$ cat src/core/apsp_cfg.svh
// offsets, field positions, reset values and timing figures of the block
`ifndef APSP_CFG_SVH
`define APSP_CFG_SVH
// register indices; byte address is four times the index
`define APSP_IDX_FREEWHEEL   8'hCC
`define APSP_IDX_LOAD        8'hCE
`define APSP_IDX_EXT_ERR     8'hCF
`define APSP_IDX_DRV_FAULT   8'hD0
`define APSP_IDX_ENC_CNT     8'hD1
`define APSP_IDX_ENC_RES     8'hD2
`define APSP_IDX_MAX_DEV     8'hD4
`define APSP_IDX_PD_DELAY    8'hD6
`define APSP_IDX_IRQ_STATUS  8'hE0
`define APSP_IDX_IRQ_MASK    8'hE1
`define APSP_IDX_UNIT        8'hFF
// extended error flag positions
`define APSP_EXT_STALL       0
`define APSP_EXT_DEV         1
// driver fault flag positions
`define APSP_DRV_STALL       0
`define APSP_DRV_OTEMP       1
`define APSP_DRV_PREWARN     2
`define APSP_DRV_SHORT_A     3
`define APSP_DRV_SHORT_B     4
`define APSP_DRV_OPEN_A      5
`define APSP_DRV_OPEN_B      6
`define APSP_DRV_STILL       7
// interrupt status positions
`define APSP_IRQ_STALL       0
`define APSP_IRQ_DEV         1
`define APSP_IRQ_FAULT       2
// reset values
`define APSP_RST_PD_DELAY    9'h0C8
`define APSP_RST_UNIT        1'h1
// timing
`define APSP_CLK_PERIOD_NS   8
`define APSP_PD_UNIT_MS      10
`define APSP_STILL_LOG2      20
`endif

$ cat src/core/apsp_pkg.sv
// types of the axis protection and status parameter block
package apsp_pkg;
  typedef struct packed {
    logic        ap_valid;
    logic        ap_write;
    logic [7:0]  ap_idx;
    logic [31:0] hrdata;
    logic [1:0]  freewheel;
    logic [1:0]  ext_err;
    logic [7:0]  drv;
    logic [31:0] enc_cnt;
    logic [15:0] enc_res;
    logic [15:0] max_dev;
    logic [8:0]  pd_delay;
    logic        unit;
    logic [2:0]  irq_st;
    logic [2:0]  irq_mask;
    logic        irq;
    logic [31:0] still_cnt;
    logic [31:0] tick_cnt;
    logic [8:0]  pd_units;
    logic        reduce;
    logic        stop;
    logic        chop_a;
    logic        chop_b;
    logic        pol_a;
    logic        pol_b;
  } apsp_state_s;
endpackage : apsp_pkg

$ cat src/core/apsp_axis.sv
// axis protection and status parameter block with AHB-Lite registers
// Summary of operation
// freewheel select, codes 0 to 3, 0 normal, drives standstill option
// read-only load value 0..1023 from stall detection
// extended errors: bit0 stall, bit1 deviation; a read clears both
// any motion command also clears both extended error flags
// fault bits: 0 stall, 1 overtemperature shutdown, 2 pre-warning
// fault bits 3/4: short to ground coil A/B, driver held off
// fault bits 5/6: open load, no chopper event in last polarity period
// fault bit 7: standstill, no step pulse in last 2^20 cycles
// encoder counts per revolution 0..65535, read and write
// stop motor when position minus encoder exceeds maximum deviation
// maximum deviation of zero disables the deviation monitor
// after power-down delay of standstill, in 10 ms units, reduce current
// power-down delay resets to 200 units, 2000 ms
// unit mode 0: velocity and acceleration in internal units
// unit mode 1, the default: pps and pps squared
// a deviation stop also sets the deviation error flag
//
// Our own choice: the AHB-Lite interface to the registers.
`timescale 1ns/1ps
`include "apsp_cfg.svh"
module apsp_axis #(
  parameter int STILL_CYCLES = 2 ** `APSP_STILL_LOG2,
  parameter int PD_TICK_CYCLES =
    (`APSP_PD_UNIT_MS * 1000000) / `APSP_CLK_PERIOD_NS
) (
  // clock and reset
  input  wire logic        hclk,
  input  wire logic        hresetn,
  // ahb-lite slave
  input  wire logic        hsel,
  input  wire logic [31:0] haddr,
  input  wire logic [1:0]  htrans,
  input  wire logic        hwrite,
  input  wire logic [2:0]  hsize,
  input  wire logic [31:0] hwdata,
  input  wire logic        hready,
  output      logic        hreadyout,
  output      logic        hresp,
  output      logic [31:0] hrdata,
  // driver stage and motion core
  input  wire logic [9:0]  load_value,
  input  wire logic        stall_detect,
  input  wire logic        overtemp,
  input  wire logic        temp_prewarn,
  input  wire logic        short_a,
  input  wire logic        short_b,
  input  wire logic        chop_event_a,
  input  wire logic        chop_event_b,
  input  wire logic        coil_pol_a,
  input  wire logic        coil_pol_b,
  input  wire logic        step_pulse,
  input  wire logic        motion_cmd,
  input  wire logic [31:0] actual_pos,
  // encoder
  input  wire logic        enc_up,
  input  wire logic        enc_down,
  // control outputs
  output      logic        motor_stop,
  output      logic        current_reduce,
  output      logic        driver_off,
  output      logic [1:0]  freewheel_mode,
  output      logic        unit_pps,
  output      logic [15:0] enc_counts_per_rev,
  output      logic        irq
);
  import apsp_pkg::*;

  // ----------------------------------------------------------
  // state
  // ----------------------------------------------------------
  apsp_state_s q;
  apsp_state_s next_q;
  logic        off_q;

  // byte address to register index, or 8'h00 when misaligned/out of map
  function automatic logic [7:0] idx_of(input logic [31:0] a);
    if (a[1:0] != 2'h0 || a[31:10] != 22'h0) begin
      idx_of = 8'h00;
    end else begin
      idx_of = a[9:2];
    end
  endfunction : idx_of

  // ----------------------------------------------------------
  // next state
  // ----------------------------------------------------------
  logic        take;
  logic        wr;
  logic        rd_ext;
  logic [7:0]  ridx;
  logic [31:0] diff;
  logic [31:0] mag;
  logic        dev_trip;
  logic        stall_ev;
  logic [2:0]  ev;
  logic        open_a;
  logic        open_b;

  // one process computes the whole next state except off_q; every field of next_q
  // starts as the held value so that a path which does not touch a
  // field keeps it, and no latch can be inferred for any part of it.
  // the helper variables below are given a value on every path too.
  always_comb begin
    next_q = q;
    take   = hsel && htrans[1] && hready;
    ridx   = idx_of(haddr);
    wr     = q.ap_valid && q.ap_write;
    rd_ext = take && !hwrite && ridx == `APSP_IDX_EXT_ERR;
    // deviation between commanded and encoder position
    diff   = actual_pos - q.enc_cnt;
    mag    = diff[31] ? (32'h0 - diff) : diff;
    dev_trip = (q.max_dev != 16'h0) &&
               (mag > {16'h0, q.max_dev});
    stall_ev = stall_detect;
    open_a = 1'b0;
    open_b = 1'b0;

    // address phase capture and registered read data
    // read data is built from the address phase, so the slave never
    // stalls; hrdata returns to zero outside a read data phase.
    // a read of the extended errors both shows and clears them here,
    // the shown value being the one held before the clear.
    next_q.ap_valid = take;
    next_q.ap_write = hwrite;
    next_q.ap_idx   = ridx;
    next_q.hrdata   = 32'h0;
    if (take && !hwrite) begin
      if (ridx == `APSP_IDX_FREEWHEEL) begin
        next_q.hrdata = {30'h0, q.freewheel};
      end else if (ridx == `APSP_IDX_LOAD) begin
        next_q.hrdata = {22'h0, load_value};
      end else if (ridx == `APSP_IDX_EXT_ERR) begin
        next_q.hrdata = {30'h0, q.ext_err};
      end else if (ridx == `APSP_IDX_DRV_FAULT) begin
        next_q.hrdata = {24'h0, q.drv};
      end else if (ridx == `APSP_IDX_ENC_CNT) begin
        next_q.hrdata = q.enc_cnt;
      end else if (ridx == `APSP_IDX_ENC_RES) begin
        next_q.hrdata = {16'h0, q.enc_res};
      end else if (ridx == `APSP_IDX_MAX_DEV) begin
        next_q.hrdata = {16'h0, q.max_dev};
      end else if (ridx == `APSP_IDX_PD_DELAY) begin
        next_q.hrdata = {23'h0, q.pd_delay};
      end else if (ridx == `APSP_IDX_IRQ_STATUS) begin
        next_q.hrdata = {29'h0, q.irq_st};
      end else if (ridx == `APSP_IDX_IRQ_MASK) begin
        next_q.hrdata = {29'h0, q.irq_mask};
      end else if (ridx == `APSP_IDX_UNIT) begin
        next_q.hrdata = {31'h0, q.unit};
      end
    end

    // encoder counter: counts every cycle exactly one count line is high, software write overrides
    // the counter wraps at the word boundary in both directions; a
    // pulse on both count lines at once is taken as no movement.
    if (enc_up && !enc_down) begin
      next_q.enc_cnt = q.enc_cnt + 32'h1;
    end else if (enc_down && !enc_up) begin
      next_q.enc_cnt = q.enc_cnt - 32'h1;
    end

    // data phase writes
    // writes to read-only or unmapped indices fall through and are
    // ignored; narrow fields take the low bits of the data word.
    if (wr) begin
      if (q.ap_idx == `APSP_IDX_FREEWHEEL) begin
        next_q.freewheel = hwdata[1:0];
      end else if (q.ap_idx == `APSP_IDX_ENC_CNT) begin
        next_q.enc_cnt = hwdata;
      end else if (q.ap_idx == `APSP_IDX_ENC_RES) begin
        next_q.enc_res = hwdata[15:0];
      end else if (q.ap_idx == `APSP_IDX_MAX_DEV) begin
        next_q.max_dev = hwdata[15:0];
      end else if (q.ap_idx == `APSP_IDX_PD_DELAY) begin
        next_q.pd_delay = hwdata[8:0];
      end else if (q.ap_idx == `APSP_IDX_IRQ_MASK) begin
        next_q.irq_mask = hwdata[2:0];
      end else if (q.ap_idx == `APSP_IDX_UNIT) begin
        next_q.unit = hwdata[0];
      end
    end

    // extended errors: read or motion command clears, new event wins
    if (rd_ext || motion_cmd) begin
      next_q.ext_err = 2'h0;
    end
    if (stall_ev) begin
      next_q.ext_err[`APSP_EXT_STALL] = 1'b1;
    end
    if (dev_trip) begin
      next_q.ext_err[`APSP_EXT_DEV] = 1'b1;
    end

    // deviation stop holds until the next motion command
    // while the deviation stays above the limit the stop is set again
    // each cycle, so a motion command alone cannot restart the motor.
    if (dev_trip) begin
      next_q.stop = 1'b1;
    end else if (motion_cmd) begin
      next_q.stop = 1'b0;
    end

    // open load: a polarity period ended with no chopper event
    // a chopper event in the very cycle of the polarity change counts
    // for the new period, not for the one that has just ended.
    next_q.pol_a  = coil_pol_a;
    next_q.pol_b  = coil_pol_b;
    next_q.chop_a = q.chop_a || chop_event_a;
    next_q.chop_b = q.chop_b || chop_event_b;
    if (coil_pol_a != q.pol_a) begin
      open_a        = !q.chop_a;
      next_q.chop_a = chop_event_a;
    end
    if (coil_pol_b != q.pol_b) begin
      open_b        = !q.chop_b;
      next_q.chop_b = chop_event_b;
    end

    // standstill counter, saturating at the limit
    if (step_pulse) begin
      next_q.still_cnt = 32'h0;
    end else if (q.still_cnt < STILL_CYCLES) begin
      next_q.still_cnt = q.still_cnt + 32'h1;
    end

    // driver fault flags
    next_q.drv[`APSP_DRV_STALL]   = stall_detect;
    next_q.drv[`APSP_DRV_OTEMP]   = overtemp;
    next_q.drv[`APSP_DRV_PREWARN] = temp_prewarn;
    next_q.drv[`APSP_DRV_SHORT_A] = short_a;
    next_q.drv[`APSP_DRV_SHORT_B] = short_b;
    if (coil_pol_a != q.pol_a) begin
      next_q.drv[`APSP_DRV_OPEN_A] = open_a;
    end
    if (coil_pol_b != q.pol_b) begin
      next_q.drv[`APSP_DRV_OPEN_B] = open_b;
    end
    next_q.drv[`APSP_DRV_STILL] =
      !step_pulse && (next_q.still_cnt >= STILL_CYCLES);

    // power-down delay in 10 ms units while no step occurs
    // a delay of zero reduces the current two cycles after the last
    // step; any step pulse restarts the whole delay from zero.
    if (step_pulse) begin
      next_q.tick_cnt = 32'h0;
      next_q.pd_units = 9'h0;
      next_q.reduce   = 1'b0;
    end else if (q.pd_units >= q.pd_delay) begin
      next_q.reduce = 1'b1;
    end else if (q.tick_cnt >= PD_TICK_CYCLES - 1) begin
      next_q.tick_cnt = 32'h0;
      next_q.pd_units = q.pd_units + 9'h1;
    end else begin
      next_q.tick_cnt = q.tick_cnt + 32'h1;
    end

    // sticky interrupt status, write one to clear, set wins
    ev[`APSP_IRQ_STALL] = stall_ev;
    ev[`APSP_IRQ_DEV]   = dev_trip;
    ev[`APSP_IRQ_FAULT] = overtemp || short_a || short_b;
    if (wr && q.ap_idx == `APSP_IDX_IRQ_STATUS) begin
      next_q.irq_st = q.irq_st & ~hwdata[2:0];
    end
    next_q.irq_st = next_q.irq_st | ev;
    next_q.irq    = |(next_q.irq_st & next_q.irq_mask);
  end

  // ----------------------------------------------------------
  // registers
  // ----------------------------------------------------------
  always_ff @(posedge hclk or negedge hresetn) begin
    if (!hresetn) begin
      q          <= '0;
      q.pd_delay <= `APSP_RST_PD_DELAY;
      q.unit     <= `APSP_RST_UNIT;
      off_q      <= 1'b0;
    end else begin
      q          <= next_q;
      off_q      <= overtemp || short_a || short_b;
    end
  end

  // outputs straight from flip-flops, except hreadyout and hresp, which are tied to constants
  assign hreadyout          = 1'b1;
  assign hresp              = 1'b0;
  assign hrdata             = q.hrdata;
  assign motor_stop         = q.stop;
  assign current_reduce     = q.reduce;
  assign driver_off         = off_q;
  assign freewheel_mode     = q.freewheel;
  assign unit_pps           = q.unit;
  assign enc_counts_per_rev = q.enc_res;
  assign irq                = q.irq;
endmodule : apsp_axis

$ cat config.mk
export PLATFORM = sky130hd
export DESIGN_NAME = apsp_axis
export DESIGN_NICKNAME = d
export VERILOG_FILES = /design/src/core/apsp_pkg.sv /design/src/core/apsp_axis.sv
export VERILOG_INCLUDE_DIRS = /design/src /design/src/core
export SDC_FILE = /design/constraint.sdc
export NUM_CORES = 1
export LEC_CHECK = 0
export BUFFER_PORTS_ARGS = -buffer_cell sky130_fd_sc_hd__buf_2
export CORE_MARGIN = 3
export CORE_UTILIZATION = 53
export CTS_CLUSTER_DIAMETER = 200
export CTS_CLUSTER_SIZE = 14
export DETAILED_ROUTE_END_ITERATION = 8
export PLACE_DENSITY_LB_ADDON = 0.25
export SLEW_MARGIN = 15
export SYNTH_ARGS = -nofsm -noshare
export SYNTH_HDL_FRONTEND = slang
export SYNTH_SLANG_ARGS = --single-unit
$ cat constraint.sdc
create_clock -name hclk -period 4.3 [get_ports hclk]
set_input_delay 0.645 -clock hclk [delete_from_list [all_inputs] [get_ports hclk]]
set_output_delay 0.645 -clock hclk [all_outputs]
set_load 0.05 [all_outputs]
* After elaboration in Yosys (flattened, before gate mapping)
Cells that the tools add are included.
Storage, ports and cells: output and inout port bits 57, bits in registers 215, input port bits 129, logic and storage cells 159
Cells by class: bitwise logic cells 10, add/sub/neg operators 7, equal/unequal tests 22, mux-type cells 50, order comparisons 5, reduce and logical (&&, ||, !) cells 37
Operator list (number):
- two-way mux 32 bit | 13
- == test 8 bit, second input constant | 19
- two-way mux 74 bit | 2
- adder 32 x 1 -> 32 bit, second input constant | 3
- two-way mux 42 bit | 2
- greater-or-equal comparator 32 x 21 -> 1 bit, second input constant | 2
- two-way mux 16 bit | 4
- two-way mux 41 bit | 1
- greater-than comparator 32 x 16 -> 1 bit | 1
- less-than comparator 32 x 21 -> 1 bit, second input constant | 1
- subtractor 1 x 32 -> 32 bit, first input constant | 1
- subtractor 32 x 1 -> 32 bit, second input constant | 1
- subtractor 32 bit | 1
- two-way mux 3 bit | 10
- two-way mux 9 bit | 3
- two-way mux 26 bit | 1
- nonzero test 22 bit | 1
- nonzero test 16 bit | 1
- nonzero test 2 bit | 6
- two-way mux 1 bit | 11
- logical AND 1 bit | 10
- two-way mux 10 bit | 1
- adder 9 x 1 -> 9 bit, second input constant | 1
- greater-or-equal comparator 9 bit | 1
- other kinds (16) | 34

* Logic depth before layout (Yosys ltp)
depth after elaboration 16, depth in mapped cells 27, depth with buffers taken out 24

* Worst setup path after synthesis
OpenSTA, ideal clock, no wires.
kind input -> register, start in actual_pos[16], end reg q, in the netlist motor_stop, arrival time 4.703 ns, slack -0.544 ns, library setup time 0.140 ns, stages 24, data required time 4.160 ns, path buffers 3, cell sequence ha_1 > clkbuf_8 > a21oi_1 > o22ai_1 > a221oi_1 > o31ai_1 > a31o_2 > nor3_1 > clkbuf_8 > clkbuf_1 > nand2_1 > xnor2_1 > ha_1 > a21o_1 > a21o_1 > a21oi_1 > o21ai_0 > a21oi_1 > a21oi_1 > nor3_1 > and3_1 > nand4_1 > a211oi_2 > o221ai_1
On the way: cells in the longest elaborated chain, start to end 6, elaborated cells between the ends (all ways) 7, those cells by class add/sub: 2; order compare: 1; mux: 2; reduce/logical: 2
RTL lines:
- start, declared | RTL line apsp_axis.sv:55 | input wire logic [31:0] actual_pos,
- subtractor 32 bit * | RTL line apsp_axis.sv:112 | diff = actual_pos - q.enc_cnt;
- subtractor 1 x 32 -> 32 bit | RTL line apsp_axis.sv:113 | mag = diff[31] ? (32'h0 - diff) : diff;
- two-way mux 32 bit * | RTL line apsp_axis.sv:113
- greater-than comparator 32 x 16 -> 1 bit * | RTL line apsp_axis.sv:115 | (mag > {16'h0, q.max_dev});
- logical AND 1 bit * | RTL line apsp_axis.sv:114 | dev_trip = (q.max_dev != 16'h0) &&
- two-way mux 1 bit or nonzero test 2 bit (tied branches)
- end signal, assigned | RTL line apsp_axis.sv:280 | q <= next_q;
- end, declared | RTL line apsp_axis.sv:73 | apsp_state_s q;
Every way passes the cells marked *; elsewhere a longest branch is shown, timed or not. A chain may end at the register's enable or synchronous reset.

* Final worst setup path
start reg q[128] (netlist name), end reg q[169] (netlist name)
On the way: cells in the longest elaborated chain, start to end 6, elaborated cells between the ends (all ways) 7, those cells by class add/sub: 2; order compare: 1; mux: 2; reduce/logical: 2
RTL lines (RTL line):
- subtractor 32 bit * | apsp_axis.sv:112
- subtractor 1 x 32 -> 32 bit | apsp_axis.sv:113
- two-way mux 32 bit * | apsp_axis.sv:113
- greater-than comparator 32 x 16 -> 1 bit * | apsp_axis.sv:115
- logical AND 1 bit * | apsp_axis.sv:114
- two-way mux 1 bit or nonzero test 2 bit (tied branches)
Marked as above.

==> run metrics <==
top cells by area, synth dfrtp_1 37%, ha_1 5.5%, nand2_1 4.3%, o21ai_0 3.6%, nor2_1 3.5%; Worst setup SP type flip-flop; number of global-route vias before repair 13000; Post-Syn Area about 14000 µm²; DRC Markers 0; Die ar. 28700 µm²; gpl congestion 0.951; Fillers 2166; Post-DP HPWL between 30000 and 40000 µm; Area Growth Syn to Fin 23.2%; die span in x ~170 µm; first drt pass iteration count 6; clk_skew 28.6 ps; leakage 0.00830 µW; Wirelength per Cell 18.4 µm; TNS Setup -922 ps; #FFs+latches synth 215; asr flop ratio synth 1.00; Post-Synthesis Cells roughly 1600; Initial Utilization 0.541; RSZ-0062 raised after global routing true; buffer levels on the longest clock path 3; Layout Nets approximately 2100; H-tree depth 1; CP max FO 4; WP data arrival 4920 ps; gr usage total 0.286; largest net degree at the start of global routing 108; Vias 13300; Worst-path clk slew 70 ps; first-pass GRT wire length 66500 µm; Setup CP Type flip-flop to flip-flop; status finished with violations; Int Pwr 4150 µW; area share of the largest cell type after synthesis 0.374; CTS Sinks 215; Routed Wire Length roughly 42000 µm; IO Count 186; Worst setup EP type flip-flop; TritonCTS clock tree yes; fmax 219 MHz; Peak VDD IR 0.000286 V; Sw Share 0.345; max_cap viols 0; vias per cell 5.84; Core ar. roughly 26000 µm²; final setup margin -256 ps; 1st-iter DRT viols 1321; CP required 4660 ps; initial antenna violation count 3; height of the die 169 µm; final setup fails 4; worst-margin pin slew 805 ps; post-synth top area cell dfrtp_1; crit share post-route 1.06; Final Slew Violations 0; Hold Path Class input port to asynchronous set/reset pin; GRT overflow 0; Logic pwr share 0.409; relative slew slack 0.463; Final ANT Viol Nets 0; post-route cell area 17400 µm²; Avg Cell Area, Syn 8.82 µm²; YS warnings 0; clk_lat worst skew 510 ps; total CTS buffers 19; Seq/Total Area, Yosys 0.381; clock power share 0.249; CP Launch Point q[128]; failing checks negative setup slack; Post-Syn Nets roughly 1800; Placement Setup Slack -813 ps; root buffer cell clkbuf_16; PortBufs 179; Final Critical Period 4560 ps; layout cells sized above 1 0.298; Final Hold Fails 0; P_sw 2180 µW; Synth cell types roughly 100; number of enable flip-flop cells after synthesis 0; Rows 59; Post-DP Area between 15000 and 20000 µm²; PwrDens 364 nW/µm²; ys flop type dfrtp_1; Reg2Reg Launch Point q[128]; register share of total power 0.342
through the flow:
step	utilization	hold WS, ps	power [µW]	cells
after global routing	0.666	239	6690	2276
after detailed placement	0.634	434	4570	2229
final	0.666	157	6340	2276
after CTS	0.663	223	6280	2272
after global placement	0.634	424	4500	2229
after floorplan	-	349	3530	1602
cell usage after synthesis (all sizes together) (5+ instances only):
| library cell | number |
|---|---|
| and3 | 50 |
| a2111oi | 5 |
| nand2 | 160 |
| a31oi | 21 |
| a21o | 18 |
| nor3 | 40 |
| nor4b | 5 |
| o21a | 6 |
| inv | 83 |
| a21oi | 84 |
| xnor2 | 57 |
| nand2b | 10 |
| nor2b | 29 |
| o21ai | 108 |
| or3 | 18 |
| a21boi | 5 |
| o211ai | 12 |
| a22oi | 12 |
| o31ai | 17 |
| clkbuf | 58 |
| o211a | 6 |
| a211oi | 9 |
| or2 | 7 |
| a222oi | 14 |
| and2 | 21 |
| xor2 | 47 |
| and4 | 5 |
| dfrtp | 211 |
| nand3 | 37 |
| mux2 | 32 |
| nor2 | 133 |
| ha | 62 |
| buf | 63 |
| or4 | 6 |
| nand4 | 40 |
| a221oi | 6 |
| o21bai | 5 |
| o22ai | 6 |
| nor4 | 32 |
path summary, 6_finish.rpt:
path	endpoint	slack (ps)	depth (start not counted)
max	q[169]	-260	22
min	q[39]	160	1
max reg2reg	q[169]	-260	22
min reg2reg	q[165]	440	1
max in group asynchronous	q[93]	3160	2
min in group hclk	q[162]	250	1
cell type report:
class | instances | area [µm²] | area share
timing repair buffer | 426 | 2780 | 0.160
clock buffer | 30 | 517 | 0.0297
sequential | 215 | 5390 | 0.309
tap | 335 | 419 | 0.0241
inverter | 83 | 327 | 0.0188
clock inverter | 2 | 20.0 | 0.00115
antenna | 2 | 5.00 | 0.000287
multi-input combinational | 1183 | 7960 | 0.457
per-layer routing:
metal  GRT usage  wire [µm]  vias to the layer above
met1       0.385      18100                     6361
met5           0         13                        -
met3      0.0601       3270                       91
met2       0.470      19400                      503
met4      0.0811       1220                        2
li1            -          -                     6346
kinds of logic after synthesis:
kind of cell	synth area share
buf+inv	0.0751
xor+xnor	0.0645
other cells	0.000532
simple gates	0.219
fa+ha+maj	0.0563
mux	0.0276
compound gates	0.176
flops	0.381
registers in the layout (all words and copies together), names as in the netlist:
signal and cells:
freewheel_mode 2, q 160, enc_counts_per_rev 16, current_reduce 1, irq 1, motor_stop 1
driver_off 1, hrdata 32, unit_pps 1
cells in the final DEF, fill, tap and decap left out, types with 6 or more instances in the layout:
cell type and instances:
o31ai_1 14, nor2_1 133, buf_2 178, nand4_1 40, nand3_1 37, clkbuf_16 19
buf_4 244, o211ai_1 10, and3_1 47, a21oi_2 12, a21o_1 17, clkbuf_1 11
o21ai_1 11, xor2_1 47, nand2_1 160, inv_1 70, ha_1 56, nand2b_1 10
a222oi_1 14, nor3_1 37, inv_2 11, or3_1 14, mux2_2 32, nor2b_1 28
xnor2_1 53, a31oi_1 18, nor4_1 30, a21oi_1 71, dfrtp_1 210, o21ai_0 92
a211oi_1 6, o21a_1 6, and2_1 19, a22oi_1 12, o211a_1 6
critical path: stages (launching register included):
cell and delay [ps]:
dfrtp_2 480, ha_4 170, inv_2 40, fa_2 360
a211oi_4 280, o21ai_4 120, a31oi_4 210, xnor2_2 100
a311o_1 300, or4_4 530, o21ai_2 140, xnor2_1 130
ha_1 260, nand4_1 120, nor2_1 50, a21oi_1 160
a21oi_1 90, nor3_1 150, and3_1 180, nand4_1 100
a211oi_2 160, buf_4 170, o211ai_1 100
power groups by stage:
| stage | registers (µW) | clock network (µW) | logic (µW) |
|---|---|---|---|
| 2_1_floorplan | 2180 | 0 | 1350 |
| 3_3_place_gp | 2190 | 0 | 2310 |
| 3_5_place_dp | 2190 | 0 | 2380 |
| 4_1_cts | 2160 | 1600 | 2510 |
| 5_1_grt | 2170 | 1680 | 2840 |
| 6_report | 2170 | 1580 | 2590 |
what timing repair did:
item | CTS | global route
buffers inserted | 11 | 2
gates resized for setup | 31 | 23
pin swaps | 29 | 12
cloned | 0 | 0
hold buffers | 0 | 0
endpoints found under the setup margin | 4 | 4
(Power assumes the default switching activity.)
